<file path="config.mk">
export PLATFORM = sky130hd
export DESIGN_NAME = extended_instruction_alu
export DESIGN_NICKNAME = d
export VERILOG_FILES = /design/src/ext_alu_pkg.sv /design/src/extended_instruction_alu.sv
export SDC_FILE = /design/constraint.sdc
export NUM_CORES = 2
export LEC_CHECK = 0
export BUFFER_PORTS_ARGS = -buffer_cell sky130_fd_sc_hd__buf_2
export CAP_MARGIN = 20
export CORE_MARGIN = 3
export CORE_UTILIZATION = 55
export CTS_BUF_LIST = sky130_fd_sc_hd__clkbuf_16
export DETAILED_ROUTE_END_ITERATION = 10
export MAX_ROUTING_LAYER = met4
export PLACE_DENSITY_LB_ADDON = 0.1
export SYNTH_ARGS = -nofsm -noshare
export SYNTH_HDL_FRONTEND = slang
export SYNTH_SLANG_ARGS = --single-unit
</file>
<file path="constraint.sdc">
create_clock -name ref_clk_in -period 10.5 [get_ports ref_clk_in]
set_input_delay 2.1 -clock ref_clk_in [delete_from_list [all_inputs] [get_ports ref_clk_in]]
set_output_delay 2.1 -clock ref_clk_in [all_outputs]
set_load 0.01 [all_outputs]
</file>
<file path="src/ext_alu_pkg.sv">
package ext_alu_pkg;

	// Datapath and bus widths.
	localparam int unsigned DATA_W = 20;
	localparam int unsigned ADR_W = 8;

	// Register byte offsets on the bus.
	localparam logic [7:0] ADR_CTRL = 8'h00;
	localparam logic [7:0] ADR_SRC = 8'h04;
	localparam logic [7:0] ADR_DST = 8'h08;
	localparam logic [7:0] ADR_FLAGS = 8'h0c;
	localparam logic [7:0] ADR_RESULT = 8'h10;
	localparam logic [7:0] ADR_STATUS = 8'h14;
	localparam logic [7:0] ADR_SP = 8'h18;
	localparam logic [7:0] ADR_PC = 8'h1c;
	localparam logic [7:0] ADR_ADDR_LO = 8'h20;
	localparam logic [7:0] ADR_ADDR_HI = 8'h24;
	localparam logic [7:0] ADR_OPADDR = 8'h28;
	localparam logic [1:0] ADR_REGS_TOP = 2'b01;

	// Control word fields.
	localparam int unsigned CTL_OP_LSB = 0;
	localparam int unsigned CTL_BW = 8;
	localparam int unsigned CTL_AL = 9;
	localparam int unsigned CTL_MEM = 10;
	localparam int unsigned CTL_CNT_LSB = 12;
	localparam int unsigned CTL_REG_LSB = 16;
	localparam int unsigned CTL_GO = 31;

	// Flag positions inside the four-bit flag register.
	localparam int unsigned FLG_C = 0;
	localparam int unsigned FLG_Z = 1;
	localparam int unsigned FLG_N = 2;
	localparam int unsigned FLG_V = 3;

	// Status bits.
	localparam int unsigned STS_BUSY = 0;
	localparam int unsigned STS_LENERR = 1;

	// Width masks and sign-bit masks.
	localparam logic [19:0] MASK_8 = 20'h0_00ff;
	localparam logic [19:0] MASK_16 = 20'h0_ffff;
	localparam logic [19:0] MASK_20 = 20'hf_ffff;
	localparam logic [19:0] SIGN_8 = 20'h0_0080;
	localparam logic [19:0] SIGN_16 = 20'h0_8000;
	localparam logic [19:0] SIGN_20 = 20'h8_0000;
	localparam logic [19:0] ONE_20 = 20'h0_0001;

	// Reset values.
	localparam logic [19:0] SP_RESET = 20'h0_0000;
	localparam logic [19:0] PC_RESET = 20'h0_0000;

	// Largest count field accepted by the multi-bit rotates (n-1).
	localparam logic [3:0] ROT_CNT_MAX = 4'h3;
	localparam logic [4:0] BCD_LIMIT = 5'h09;
	localparam logic [4:0] BCD_ADJ = 5'h06;

	typedef enum logic [1:0] {
		W_NONE = 2'b00,
		W_8 = 2'b01,
		W_16 = 2'b10,
		W_20 = 2'b11
	} width_e;

	typedef enum logic [4:0] {
		OP_MOVE = 5'b00000,
		OP_ADD = 5'b00001,
		OP_ADDC = 5'b00010,
		OP_SUB = 5'b00011,
		OP_SUBC = 5'b00100,
		OP_CMP = 5'b00101,
		OP_DADD = 5'b00110,
		OP_BIT = 5'b00111,
		OP_BIC = 5'b01000,
		OP_BIS = 5'b01001,
		OP_XOR = 5'b01010,
		OP_AND = 5'b01011,
		OP_FAR_CALL = 5'b01100,
		OP_MPUSH = 5'b01101,
		OP_MPOP = 5'b01110,
		OP_PUSH = 5'b01111,
		OP_MULTI_ROTATE_RIGHT_CARRY = 5'b10000,
		OP_MULTI_ROTATE_RIGHT_UNSIGNED = 5'b10001,
		OP_MULTI_ROTATE_RIGHT_ARITH = 5'b10010,
		OP_MULTI_SHIFT_LEFT_ARITH = 5'b10011,
		OP_EXT_ROTATE_RIGHT_CARRY = 5'b10100,
		OP_EXT_ROTATE_RIGHT_UNSIGNED = 5'b10101,
		OP_EXT_ROTATE_RIGHT_ARITH = 5'b10110,
		OP_SWPB = 5'b10111,
		OP_SXT = 5'b11000
	} op_e;

	typedef enum logic [1:0] {
		ST_IDLE = 2'b00,
		ST_EXEC = 2'b01,
		ST_MULTI = 2'b10
	} state_e;

endpackage : ext_alu_pkg

</file>
<file path="src/extended_instruction_alu.sv">
// Operation
// - Length from length bit and byte/word bit; 0/0 is reserved and refused, except for multi, far call, byte swap and sign extend.
// - Byte swap and sign extend: 0/0 is 20-bit, 1/0 is 16-bit, others refused.
// - All twelve double-operand operations exist at 8, 16 and 20 bits.
// - Add and add-with-carry write the sum and update all four flags.
// - Subtract writes dst + ~src + 1; compare sets flags only.
// - Subtract-with-carry writes dst + ~src + carry and updates all flags.
// - Decimal add writes BCD sum of source, destination and carry; flags updated.
// - AND writes, bit-test only computes; V cleared, N and Z set, C = not Z.
// - Exclusive-OR writes result, updates V, N, Z and sets C = not Z.
// - Bit-clear and bit-set write their result and leave flags alone.
// - A 20-bit operand address held in memory is taken as two words.
// - Far call branches to a 20-bit target, flags untouched.
// - Multi push stores 1 to 16 consecutive registers at 16 or 20 bits.
// - Multi pop restores 1 to 16 consecutive registers at 16 or 20 bits.
// - Push places an 8, 16 or 20-bit source on the stack, flags untouched.
// - Multi right rotates shift 1 to 4 bits, clear V, update N, Z, C.
// - Multi arithmetic left shift by 1 to 4 bits updates all four flags.
// - Single right rotates shift once, clear V, update N, Z, C.
// - Byte swap exchanges low and high bytes, flags untouched.
// - Sign extend copies bit 7 upward, clears V, sets N, Z, C = not Z.
`timescale 1ns/1ps
module extended_instruction_alu
	import ext_alu_pkg::*;
#(
	parameter int unsigned STACK_DEPTH = 32
)
(
	// Clock and reset
	input wire logic ref_clk_in,
	input wire logic resetn_in,
	// Wishbone slave
	input wire logic wb_cyc_in,
	input wire logic wb_stb_in,
	input wire logic wb_we_in,
	input wire logic [ADR_W-1:0] wb_adr_in,
	input wire logic [3:0] wb_sel_in,
	input wire logic [31:0] wb_dat_in,
	output logic [31:0] wb_dat_out,
	output logic wb_ack_out,
	// Status
	output logic busy_out
);

	localparam int unsigned SP_IDX_W = $clog2(STACK_DEPTH);

	state_e state_r;
	op_e op_r;
	width_e wid_r;
	logic mem_r;
	logic [3:0] cnt_r;
	logic [3:0] idx_r;
	logic [19:0] src_r;
	logic [19:0] dst_r;
	logic [19:0] result_r;
	logic [3:0] flags_r;
	logic [19:0] sp_r;
	logic [19:0] pc_r;
	logic [15:0] addr_lo_r;
	logic [15:0] addr_hi_r;
	logic len_err_r;
	logic busy_r;
	logic ack_r;
	logic [31:0] rdata_r;
	logic [19:0] regs_r [16];
	logic [19:0] stack_r [STACK_DEPTH];

	logic bus_req;
	logic bus_wr;
	logic bus_rd;
	logic go;
	width_e go_wid;
	logic [19:0] res_nxt;
	logic [3:0] flags_nxt;
	logic wr_dst_nxt;
	logic [19:0] mask;
	logic [19:0] target;
	logic [19:0] sp_dec;
	logic [SP_IDX_W-1:0] sp_idx;
	logic [SP_IDX_W-1:0] sp_dec_idx;
	logic [31:0] sel_bits;

	function automatic logic [19:0] mask_of(input width_e w);
		case (w)
			W_8: mask_of = MASK_8;
			W_16: mask_of = MASK_16;
			default: mask_of = MASK_20;
		endcase
	endfunction : mask_of

	function automatic logic [19:0] sign_of(input width_e w);
		case (w)
			W_8: sign_of = SIGN_8;
			W_16: sign_of = SIGN_16;
			default: sign_of = SIGN_20;
		endcase
	endfunction : sign_of

	function automatic logic msb(input logic [19:0] x, input width_e w);
		msb = |(x & sign_of(w));
	endfunction : msb

	function automatic logic cout(input logic [20:0] s, input width_e w);
		case (w)
			W_8: cout = s[8];
			W_16: cout = s[16];
			default: cout = s[20];
		endcase
	endfunction : cout

	function automatic width_e decode_width(input op_e op, input logic al, input logic bw,
		input logic [3:0] cnt);
		case (op)
			OP_SWPB, OP_SXT:
			begin
				if (bw)
				begin
					decode_width = W_NONE;
				end
				else
				begin
					decode_width = al ? W_16 : W_20;
				end
			end
			OP_MPUSH, OP_MPOP:
			begin
				decode_width = al ? W_16 : W_20;
			end
			OP_MULTI_ROTATE_RIGHT_CARRY, OP_MULTI_ROTATE_RIGHT_UNSIGNED, OP_MULTI_ROTATE_RIGHT_ARITH, OP_MULTI_SHIFT_LEFT_ARITH:
			begin
				if (cnt > ROT_CNT_MAX)
				begin
					decode_width = W_NONE;
				end
				else
				begin
					decode_width = al ? W_16 : W_20;
				end
			end
			OP_FAR_CALL:
			begin
				decode_width = W_20;
			end
			default:
			begin
				case ({al, bw})
					2'b01: decode_width = W_20;
					2'b10: decode_width = W_16;
					2'b11: decode_width = W_8;
					default: decode_width = W_NONE;
				endcase
			end
		endcase
	endfunction : decode_width

	////////////////////////////////////////////////////////////////////////////////
	// Bus decode.

	assign bus_req = wb_cyc_in && wb_stb_in && !ack_r;
	assign bus_wr = bus_req && wb_we_in;
	assign bus_rd = bus_req && !wb_we_in;
	assign go = bus_wr && (wb_adr_in == ADR_CTRL) && wb_sel_in[3] && wb_dat_in[CTL_GO]
		&& (state_r == ST_IDLE);
	assign go_wid = decode_width(op_e'(wb_dat_in[CTL_OP_LSB +: 5]), wb_dat_in[CTL_AL],
		wb_dat_in[CTL_BW], wb_dat_in[CTL_CNT_LSB +: 4]);
	assign mask = mask_of(wid_r);
	// A memory-held operand address arrives as two separate words.
	assign target = mem_r ? {addr_hi_r[3:0], addr_lo_r} : dst_r;
	assign sp_dec = sp_r - ONE_20;
	assign sp_idx = sp_r[SP_IDX_W-1:0];
	assign sp_dec_idx = sp_dec[SP_IDX_W-1:0];
	// Byte enables spread to bit masks, so every register write except the control word keeps unselected bytes.
	assign sel_bits = {{8{wb_sel_in[3]}}, {8{wb_sel_in[2]}}, {8{wb_sel_in[1]}}, {8{wb_sel_in[0]}}};
	assign wb_ack_out = ack_r;
	assign wb_dat_out = rdata_r;
	assign busy_out = busy_r;

	////////////////////////////////////////////////////////////////////////////////
	// Datapath.

	always_comb
	begin
		logic [19:0] s;
		logic [19:0] d;
		logic [19:0] b;
		logic [19:0] r;
		logic [20:0] sum;
		logic [4:0] dig;
		logic c;
		logic ci;
		logic fill;
		logic arith;
		s = src_r & mask;
		d = dst_r & mask;
		b = s;
		r = d;
		sum = 21'h0_0000;
		dig = 5'h00;
		c = flags_r[FLG_C];
		ci = 1'b0;
		fill = 1'b0;
		arith = 1'b0;
		res_nxt = d;
		flags_nxt = flags_r;
		wr_dst_nxt = 1'b0;
		case (op_r)
			OP_MOVE:
			begin
				res_nxt = s;
				wr_dst_nxt = 1'b1;
			end
			OP_ADD, OP_ADDC:
			begin
				arith = 1'b1;
				ci = (op_r == OP_ADDC) && flags_r[FLG_C];
				wr_dst_nxt = 1'b1;
			end
			OP_SUB, OP_SUBC, OP_CMP:
			begin
				arith = 1'b1;
				b = ~s & mask;
				ci = (op_r == OP_SUBC) ? flags_r[FLG_C] : 1'b1;
				wr_dst_nxt = (op_r != OP_CMP);
			end
			OP_DADD:
			begin
				for (int k = 0; k < 5; k++)
				begin
					dig = {1'b0, d[4*k +: 4]} + {1'b0, s[4*k +: 4]} + {4'h0, c};
					if (dig > BCD_LIMIT)
					begin
						dig = dig + BCD_ADJ;
					end
					r[4*k +: 4] = dig[3:0];
					if ((mask & (20'h0_000f << (4*k))) != 20'h0_0000)
					begin
						c = dig[4] || (dig[3:0] < d[4*k +: 4] && dig[4]);
					end
				end
				res_nxt = r & mask;
				flags_nxt[FLG_C] = c;
				flags_nxt[FLG_N] = msb(res_nxt, wid_r);
				flags_nxt[FLG_Z] = (res_nxt == 20'h0_0000);
				flags_nxt[FLG_V] = (msb(d, wid_r) == msb(s, wid_r))
					&& (msb(res_nxt, wid_r) != msb(d, wid_r));
				wr_dst_nxt = 1'b1;
			end
			OP_BIT, OP_AND:
			begin
				res_nxt = s & d;
				flags_nxt[FLG_V] = 1'b0;
				flags_nxt[FLG_N] = msb(res_nxt, wid_r);
				flags_nxt[FLG_Z] = (res_nxt == 20'h0_0000);
				flags_nxt[FLG_C] = (res_nxt != 20'h0_0000);
				wr_dst_nxt = (op_r == OP_AND);
				if (op_r == OP_BIT)
				begin
					res_nxt = d;
				end
			end
			OP_XOR:
			begin
				res_nxt = s ^ d;
				flags_nxt[FLG_V] = msb(s, wid_r) && msb(d, wid_r);
				flags_nxt[FLG_N] = msb(res_nxt, wid_r);
				flags_nxt[FLG_Z] = (res_nxt == 20'h0_0000);
				flags_nxt[FLG_C] = (res_nxt != 20'h0_0000);
				wr_dst_nxt = 1'b1;
			end
			OP_BIC:
			begin
				res_nxt = ~s & d;
				wr_dst_nxt = 1'b1;
			end
			OP_BIS:
			begin
				res_nxt = s | d;
				wr_dst_nxt = 1'b1;
			end
			OP_MULTI_ROTATE_RIGHT_CARRY, OP_MULTI_ROTATE_RIGHT_UNSIGNED, OP_MULTI_ROTATE_RIGHT_ARITH, OP_EXT_ROTATE_RIGHT_CARRY, OP_EXT_ROTATE_RIGHT_UNSIGNED, OP_EXT_ROTATE_RIGHT_ARITH:
			begin
				// Single rotates reuse the multi path with a count of one.
				for (int k = 0; k < 4; k++)
				begin
					if (k == 0 || (k <= int'(cnt_r) && op_r inside {OP_MULTI_ROTATE_RIGHT_CARRY, OP_MULTI_ROTATE_RIGHT_UNSIGNED, OP_MULTI_ROTATE_RIGHT_ARITH}))
					begin
						case (op_r)
							OP_MULTI_ROTATE_RIGHT_CARRY, OP_EXT_ROTATE_RIGHT_CARRY: fill = c;
							OP_MULTI_ROTATE_RIGHT_ARITH, OP_EXT_ROTATE_RIGHT_ARITH: fill = msb(r, wid_r);
							default: fill = 1'b0;
						endcase
						c = r[0];
						r = (r >> 1) | (fill ? sign_of(wid_r) : 20'h0_0000);
					end
				end
				res_nxt = r;
				flags_nxt[FLG_V] = 1'b0;
				flags_nxt[FLG_N] = msb(r, wid_r);
				flags_nxt[FLG_Z] = (r == 20'h0_0000);
				flags_nxt[FLG_C] = c;
				wr_dst_nxt = 1'b1;
			end
			OP_MULTI_SHIFT_LEFT_ARITH:
			begin
				flags_nxt[FLG_V] = 1'b0;
				for (int k = 0; k < 4; k++)
				begin
					if (k <= int'(cnt_r))
					begin
						c = msb(r, wid_r);
						r = (r << 1) & mask;
						if (msb(r, wid_r) != c)
						begin
							flags_nxt[FLG_V] = 1'b1;
						end
					end
				end
				res_nxt = r;
				flags_nxt[FLG_N] = msb(r, wid_r);
				flags_nxt[FLG_Z] = (r == 20'h0_0000);
				flags_nxt[FLG_C] = c;
				wr_dst_nxt = 1'b1;
			end
			OP_SWPB:
			begin
				res_nxt = {d[19:16], d[7:0], d[15:8]} & mask;
				wr_dst_nxt = 1'b1;
			end
			OP_SXT:
			begin
				res_nxt = {{12{d[7]}}, d[7:0]} & mask;
				flags_nxt[FLG_V] = 1'b0;
				flags_nxt[FLG_N] = msb(res_nxt, wid_r);
				flags_nxt[FLG_Z] = (res_nxt == 20'h0_0000);
				flags_nxt[FLG_C] = (res_nxt != 20'h0_0000);
				wr_dst_nxt = 1'b1;
			end
			default:
			begin
				res_nxt = d;
			end
		endcase
		if (arith)
		begin
			sum = {1'b0, d} + {1'b0, b} + {20'h0_0000, ci};
			res_nxt = sum[19:0] & mask;
			flags_nxt[FLG_C] = cout(sum, wid_r);
			flags_nxt[FLG_N] = msb(res_nxt, wid_r);
			flags_nxt[FLG_Z] = (res_nxt == 20'h0_0000);
			flags_nxt[FLG_V] = (msb(d, wid_r) == msb(b, wid_r))
				&& (msb(res_nxt, wid_r) != msb(d, wid_r));
		end
	end

	////////////////////////////////////////////////////////////////////////////////
	// Sequencer: one cycle for single operations, one stack word per cycle for multi.

	always_ff @(posedge ref_clk_in or negedge resetn_in)
	begin
		if (!resetn_in)
		begin
			state_r <= ST_IDLE;
			op_r <= OP_MOVE;
			wid_r <= W_NONE;
			mem_r <= 1'b0;
			cnt_r <= 4'h0;
			idx_r <= 4'h0;
			busy_r <= 1'b0;
		end
		else
		begin
			case (state_r)
				ST_IDLE:
				begin
					if (go && go_wid != W_NONE)
					begin
						state_r <= ST_EXEC;
						busy_r <= 1'b1;
						op_r <= op_e'(wb_dat_in[CTL_OP_LSB +: 5]);
						wid_r <= go_wid;
						mem_r <= wb_dat_in[CTL_MEM];
						cnt_r <= wb_dat_in[CTL_CNT_LSB +: 4];
						idx_r <= wb_dat_in[CTL_REG_LSB +: 4];
					end
				end
				ST_EXEC:
				begin
					if (op_r == OP_MPUSH || op_r == OP_MPOP)
					begin
						state_r <= ST_MULTI;
						if (op_r == OP_MPOP)
						begin
							idx_r <= idx_r - cnt_r;
						end
					end
					else
					begin
						state_r <= ST_IDLE;
						busy_r <= 1'b0;
					end
				end
				ST_MULTI:
				begin
					idx_r <= (op_r == OP_MPUSH) ? idx_r - 4'h1 : idx_r + 4'h1;
					cnt_r <= cnt_r - 4'h1;
					if (cnt_r == 4'h0)
					begin
						state_r <= ST_IDLE;
						busy_r <= 1'b0;
					end
				end
				default:
				begin
					state_r <= ST_IDLE;
					busy_r <= 1'b0;
				end
			endcase
		end
	end

	////////////////////////////////////////////////////////////////////////////////
	// Operand, flag and result registers.

	always_ff @(posedge ref_clk_in or negedge resetn_in)
	begin
		if (!resetn_in)
		begin
			src_r <= 20'h0_0000;
			dst_r <= 20'h0_0000;
			result_r <= 20'h0_0000;
			flags_r <= 4'h0;
			addr_lo_r <= 16'h0000;
			addr_hi_r <= 16'h0000;
		end
		else if (state_r == ST_EXEC)
		begin
			if (!(op_r inside {OP_FAR_CALL, OP_PUSH, OP_MPUSH, OP_MPOP}))
			begin
				result_r <= res_nxt;
				flags_r <= flags_nxt;
				if (wr_dst_nxt)
				begin
					dst_r <= res_nxt;
				end
			end
		end
		else if (bus_wr && state_r == ST_IDLE)
		begin
			case (wb_adr_in)
				ADR_SRC: src_r <= (src_r & ~sel_bits[19:0])
					| (wb_dat_in[19:0] & sel_bits[19:0]);
				ADR_DST: dst_r <= (dst_r & ~sel_bits[19:0])
					| (wb_dat_in[19:0] & sel_bits[19:0]);
				ADR_FLAGS: flags_r <= (flags_r & ~sel_bits[3:0])
					| (wb_dat_in[3:0] & sel_bits[3:0]);
				ADR_ADDR_LO: addr_lo_r <= (addr_lo_r & ~sel_bits[15:0])
					| (wb_dat_in[15:0] & sel_bits[15:0]);
				ADR_ADDR_HI: addr_hi_r <= (addr_hi_r & ~sel_bits[15:0])
					| (wb_dat_in[15:0] & sel_bits[15:0]);
				default:
				begin
				end
			endcase
		end
	end

	////////////////////////////////////////////////////////////////////////////////
	// Register file, stack, stack pointer and program counter.

	always_ff @(posedge ref_clk_in or negedge resetn_in)
	begin
		if (!resetn_in)
		begin
			sp_r <= SP_RESET;
			pc_r <= PC_RESET;
			for (int i = 0; i < 16; i++)
			begin
				regs_r[i] <= 20'h0_0000;
			end
			for (int i = 0; i < STACK_DEPTH; i++)
			begin
				stack_r[i] <= 20'h0_0000;
			end
		end
		else if (state_r == ST_EXEC && op_r == OP_FAR_CALL)
		begin
			stack_r[sp_dec_idx] <= pc_r;
			sp_r <= sp_dec;
			pc_r <= target;
		end
		else if (state_r == ST_EXEC && op_r == OP_PUSH)
		begin
			stack_r[sp_dec_idx] <= src_r & mask;
			sp_r <= sp_dec;
		end
		else if (state_r == ST_MULTI && op_r == OP_MPUSH)
		begin
			stack_r[sp_dec_idx] <= regs_r[idx_r] & mask;
			sp_r <= sp_dec;
		end
		else if (state_r == ST_MULTI && op_r == OP_MPOP)
		begin
			regs_r[idx_r] <= stack_r[sp_idx] & mask;
			sp_r <= sp_r + ONE_20;
		end
		else if (bus_wr && state_r == ST_IDLE)
		begin
			if (wb_adr_in == ADR_SP)
			begin
				sp_r <= (sp_r & ~sel_bits[19:0]) | (wb_dat_in[19:0] & sel_bits[19:0]);
			end
			if (wb_adr_in == ADR_PC)
			begin
				pc_r <= (pc_r & ~sel_bits[19:0]) | (wb_dat_in[19:0] & sel_bits[19:0]);
			end
			if (wb_adr_in[7:6] == ADR_REGS_TOP)
			begin
				regs_r[wb_adr_in[5:2]] <= (regs_r[wb_adr_in[5:2]] & ~sel_bits[19:0])
					| (wb_dat_in[19:0] & sel_bits[19:0]);
			end
		end
	end

	////////////////////////////////////////////////////////////////////////////////
	// Bus answer and sticky length error. A new refusal wins over a clear.

	always_ff @(posedge ref_clk_in or negedge resetn_in)
	begin
		if (!resetn_in)
		begin
			ack_r <= 1'b0;
			rdata_r <= 32'h0000_0000;
			len_err_r <= 1'b0;
		end
		else
		begin
			ack_r <= bus_req;
			if (go && go_wid == W_NONE)
			begin
				len_err_r <= 1'b1;
			end
			else if (bus_wr && wb_adr_in == ADR_STATUS && wb_sel_in[0] && wb_dat_in[STS_LENERR])
			begin
				len_err_r <= 1'b0;
			end
			if (bus_rd)
			begin
				rdata_r <= 32'h0000_0000;
				case (wb_adr_in)
					ADR_CTRL: rdata_r <= {10'h000, wid_r, idx_r, cnt_r, 1'b0, mem_r, 5'h00, op_r};
					ADR_SRC: rdata_r <= {12'h000, src_r};
					ADR_DST: rdata_r <= {12'h000, dst_r};
					ADR_FLAGS: rdata_r <= {28'h000_0000, flags_r};
					ADR_RESULT: rdata_r <= {12'h000, result_r};
					ADR_STATUS: rdata_r <= {30'h0000_0000, len_err_r, busy_r};
					ADR_SP: rdata_r <= {12'h000, sp_r};
					ADR_PC: rdata_r <= {12'h000, pc_r};
					ADR_ADDR_LO: rdata_r <= {16'h0000, addr_lo_r};
					ADR_ADDR_HI: rdata_r <= {16'h0000, addr_hi_r};
					ADR_OPADDR: rdata_r <= {12'h000, addr_hi_r[3:0], addr_lo_r};
					default:
					begin
						if (wb_adr_in[7:6] == ADR_REGS_TOP)
						begin
							rdata_r <= {12'h000, regs_r[wb_adr_in[5:2]]};
						end
					end
				endcase
			end
		end
	end
endmodule : extended_instruction_alu

</file>
[After elaboration in Yosys (flattened, before gate mapping)]
Cells that the tools add are included.
Word-level totals
  register bits after elaboration: 1149
  bits of input ports: 49
  output and inout port bits: 34
  word-level logic and storage cells: 559
Cells by class
  add/subtract/negate cells: 23
  order comparisons: 21
  equality and inequality tests: 71
  muxes and demuxes: 173
  bitwise gates (word level): 78
  reduce and logical (&&, ||, !) cells: 127
Operators with widths (number)
  640-bit bitwise mux: 3
  640-bit 2-to-1 mux: 3
  20-bit 2-to-1 mux: 76
  320-bit 2-to-1 mux: 3
  20-bit bitwise AND: 46
  320-bit bitwise mux: 2
  20-bit OR reduction: 25
  22-bit case mux with 11 select lines: 1
  20-bit case mux with 10 select lines: 1
  20-bit binary-select mux with 4-bit select: 2
  20-bit demux with 4-bit select: 2
  20-bit nonzero test: 8
  20-bit logical NOT: 7
  20-bit bitwise OR: 6
  20-bit binary-select mux with 5-bit select: 1
  20-bit demux with 5-bit select: 1
  19-bit by 20-bit bitwise OR with 20-bit output: 4
  20-bit case mux with 2 select lines: 2
  5-bit equality test, second input constant: 15
  5-bit by 4-bit equality test with 1-bit output, second input constant: 11
  5-bit 2-to-1 mux: 10
  16-bit bitwise AND: 3
  4-bit 2-to-1 mux: 10
  20-bit NOT: 2
  73 further kinds: 249

[Depth between registers and ports, before layout]
  word-level depth: 53
  gate-level depth with buffers: 42
  depth with buffers taken out: 42

[Worst setup path before layout]
No wires, ideal clock.
  kind: flip-flop to flip-flop
  start point: reg (tool-made name)
  end point: reg result_r[18]
  setup time: 134 ps
  arrival: 9399 ps
  data required time: 10366 ps
  slack: 967 ps
  cell stages (with the launch flop): 42
  buffers on the path: 0
  clock period less this slack: 9533 ps
  path through: dfrtp_1 fa_1 fa_1 xor2_1 nor2_1 nor2_1 xor2_1 fa_1 inv_1 fa_1 inv_1 and2_1 nor2_1 xnor2_1 fa_1 fa_1 xnor2_1 and2_1 (+6 left out) and2_1 nor2_1 xor2_1 nor2_1 a21oi_1 fa_1 inv_1 fa_1 inv_1 ha_1 a21o_1 o31ai_1 mux2i_1 a221o_1 o32ai_1 a211oi_1 a31oi_1 o21ai_0
RTL lines
  to (signal assigned): line extended_instruction_alu.sv:439  | result_r <= res_nxt;
  to (decl): line extended_instruction_alu.sv:55  | logic [19:0] result_r;

==> results by stage <==
STA:
- The worst path needs roughly 10000 ps of the cycle, external delays included.
- The transition time of the tightest slew-check pin is approximately 1300 ps.
- The worst path setup slack after routing is between 400 and 500 ps.
- The final cycle utilization of the critical path is 0.952.
- The total count of hold-check failures in the final report is 0.
- Setup violations remaining at the end of the flow were counted as 0.
- Based on the critical path, the design can be clocked at up to between 0.09 and 0.1 GHz.
- Across the routed clock network, the largest skew measured is 76.5 ps.
- The number of pins exceeding their max-slew limit in the final report is 0.
- The sum of negative setup slack is 0 ps.
- Headroom to the max-slew limit came out at 0.139.

Drt:
- The number of search-and-repair iterations in the first detailed-routing pass is 10.
- In the detailed route, the total length drawn on met2 is around 110 mm.
- In this run the remaining antenna-violating nets after routing total 0.
- The average detailed-routed wire length per instance is around 31 microns.
- The top layer reached by signal wires is met4.
- The detailed-route wire length on metal 1 is a little under 100 mm.
- The routed design has around 250 mm of wire.
- The first routing iteration left between 7000 and 8000 violations.
- The number of vias per cell after detailed routing is 7.12.
- The final route contains ~58000 vias.
- After detailed routing, the number of remaining DRC violations is 0.
- Summed over all nets, wire length on met3 after detailed routing comes to 28.2 mm.

Placed design:
- Counting tap cells, the placed design contains a total of 7849 instances.
- The routability congestion estimate from global placement is approximately 1.1.
- The post-detailed-placement half-perimeter wirelength is ~160 mm.
- The placed instances occupy a cell area of approximately 67000 sq um.
- Input and output buffers added on the ports amount to 61.
- Timing analysis after detailed placement gives a worst setup slack of between 300 and 400 ps.

Floorplan:
- Pin placement for this block handled 83 I/O pins.
- The die extent in y is 350 microns.
- The number of placement rows is 125.
- The die width is roughly 350 microns.
- The core region is 117000 sq um.
- The die covers around 120000 sq um.
- The initial utilization of the core area, before any placement, comes to 0.558.

Setup path:
- The cell with the most instances on the worst path is fa_1.
- The number of cell instances on the worst register-to-register path is 41.
- In this run the worst setup path terminates at result_r[18].
- Setup slack on the worst reg-to-reg path comes out at 500 ps.
- STA classifies the critical path startpoint as a flip-flop.
- The highest cell delay on the worst timing path is roughly 620 ps.
- STA classifies the critical path endpoint as a flip-flop.
- Of all nets on the critical path, the largest fanout is 4.
- The worst path required time is 11060 ps.
- The type of the worst setup path is reg -> reg.
- The worst register-to-register path ends at result_r[18].
- Data on the critical path arrives at its endpoint at approximately 11000 ps.
- The largest individual stage delay along the critical path comes from the cell fa_1.

Pwr:
- Of the total power, the share spent switching nets is 0.290.
- The share of total power dissipated in sequential elements is 0.454.
- The analysis attributes to cell leakage a power of around 0.030 uW.
- The analysis attributes to net switching a power of approximately 2900 uW.
- The total chip power is 10200 uW.
- Across the VDD grid, the largest voltage drop is approximately 150 uV.
- For this design the ratio of total power to cell area is 143 nW/um^2.
- The proportion of power drawn by combinational gates is 0.137.
- Of the total power, the clock network draws 0.409.
- The internal power contribution is around 7200 uW.

Clock network:
- The tree built by TritonCTS fans out to around 1100 sinks.
- The deepest level of the CTS H-tree is 3.
- Hold repair after CTS inserted 0 buffers.
- TritonCTS created between 100 and 150 clock buffers.
- CTS placed an instance of clkbuf_16 at the clock tree root.
- At the later pin of the worst-skew pair, clock insertion delay measures between 700 and 800 ps.
- The clock tree from TritonCTS is built.
- The worst-case clock buffer depth is 3.
- The clock-pin slew on the worst setup and hold paths is 70 ps.

Synth:
- The post-synthesis instance total is roughly 6700.
- The cell type with the largest total area after synthesis is dfrtp_1.
- The proportion of synthesized chip area in sequential cells is 0.437.
- The count of flip-flops with a built-in enable after synthesis is 0.
- In this run, synthesis produced a sequential element count of approximately 1100.
- The main flop type after synthesis is dfrtp_1.
- Dividing the synthesized area by the synthesized cell count gives around 9.7 sq um.
- The synthesized netlist contains between 90 and 100 unique library cells.
- The fraction of post-synthesis cell area in the top cell type by area is 0.437.
- The share of synthesized flip-flops with an asynchronous set or reset is 1.00.
- The netlist area before placement is about 65000 sq um.
- By area the synthesized netlist is led by dfrtp_1, mux4_2, o21ai_0, nand2_1, clkbuf_1.
- The commonest cells after synthesis are dfrtp_1, nand2_1, o21ai_0, clkbuf_1, mux4_2.
- The synthesis warning total is 0.

Final layout:
- The relative area change from synthesis to final layout is 8.83%.
- Fill cells in the final layout number around 10000.
- The area of all placed cells without fillers is 70900 sq um.
- The proportion of layout cells with a drive suffix above 1 is 0.141.
- After the flow finishes, the layout carries non-filler instances totaling a little over 8000.
- The total number of nets in the final design is 6627.

Global routing:
- For this run the aggregate overflow at the end of global routing stands at 0.
- The initial antenna violation count is 8.
- The global-route wire length before repair is ~370 mm.
- The pin count of the biggest net entering global routing is 193.
- The via count of the first global-routing pass is around 55000.
- The combined global-route utilization of all metal layers is 0.415.

Flow run:
- The max-capacitance violation count is 0.

Min path:
- The worst hold path belongs to the class reg -> reg.
- The hold path startpoint is wb_dat_out[20].

Status:
- The flow ran to the end, and the final reports show no timing, DRC or antenna violations.
## placed cells by master, fill, tap and decap left out, types with 156 or more instances in the layout
cell     synthesis  routed
buf_4           14     225
o21ai_0        954     931
mux4_2         281     281
a22o_1         221     221
o22ai_1        279     279
a22oi_1        156     156
nor2_1         232     229
a21oi_1        184     179
dfrtp_1       1139    1130
mux2i_1        199     193
nand2_1       1139    1135
## how the worst min path moves through the flow
stage,to,depth (start not counted)
finish,wb_dat_out[20],2
global route,stack_r[500],2
CTS,stack_r[576],2
detailed placement,wb_dat_out[20],2
global placement,wb_dat_out[20],2
floorplan,stack_r[101],2
## power by group through the flow
stage | combinational, uW | sequential [uW] | clock, uW
2_1_floorplan | 807 | 4610 | 0
3_3_place_gp | 1340 | 4680 | 0
3_5_place_dp | 1350 | 4690 | 0
4_1_cts | 1350 | 4610 | 4200
5_1_grt | 1460 | 4620 | 4380
6_report | 1390 | 4620 | 4160
## through the flow
stage          utilization  hold WS [ps]
3_5_place_dp         0.574           459
2_1_floorplan            -           445
5_1_grt              0.607           487
3_3_place_gp         0.574           448
4_1_cts              0.606           479
6_report             0.607           474
## worst max-delay path: cells and delay by family, from the launching register on
| family | cells | cell delay [ps] |
|---|---|---|
| xor+xnor | 6 | 1010 |
| buf+inv | 5 | 430 |
| mux | 1 | 140 |
| compound gates | 9 | 1900 |
| fa+ha+maj | 11 | 4710 |
| simple gates | 9 | 1150 |
| flops | 1 | 450 |
## final cells by class
cell class | instances | area [sq um] | area share
Multi-Input combinational cell | 4796 | 34100 | 0.481
Sequential cell | 1139 | 28500 | 0.402
Clock buffer | 121 | 3030 | 0.0427
Timing Repair Buffer | 297 | 2210 | 0.0311
Tap cell | 1524 | 1910 | 0.0269
Clock inverter | 106 | 749 | 0.0106
Inverter | 100 | 375 | 0.00529
Antenna cell | 5 | 12.5 | 0.000176
## kinds of logic after synthesis
group | share of synthesized area
AOI/OAI and AO/OA | 0.228
xor gates and xnor gates | 0.00967
DFF | 0.437
other | 0.0000575
and+or+nand+nor | 0.113
adders and majority gates | 0.0251
buffers and inverters | 0.0468
muxes | 0.140
## routing by layer
| layer | vias up | global-route usage |
|---|---|---|
| li1 | 24400 | - |
| met1 | 28600 | 0.557 |
| met2 | 3667 | 0.590 |
| met3 | 857 | 0.102 |
| met4 | 0 | 0.210 |
| met5 | - | - |
## repair_timing
| item | CTS | global route |
|---|---|---|
| buffers inserted | 0 | 1 |
| endpoints found under the setup margin | 0 | 8 |
| resized for setup | 0 | 10 |
(Power assumes the default switching activity.)
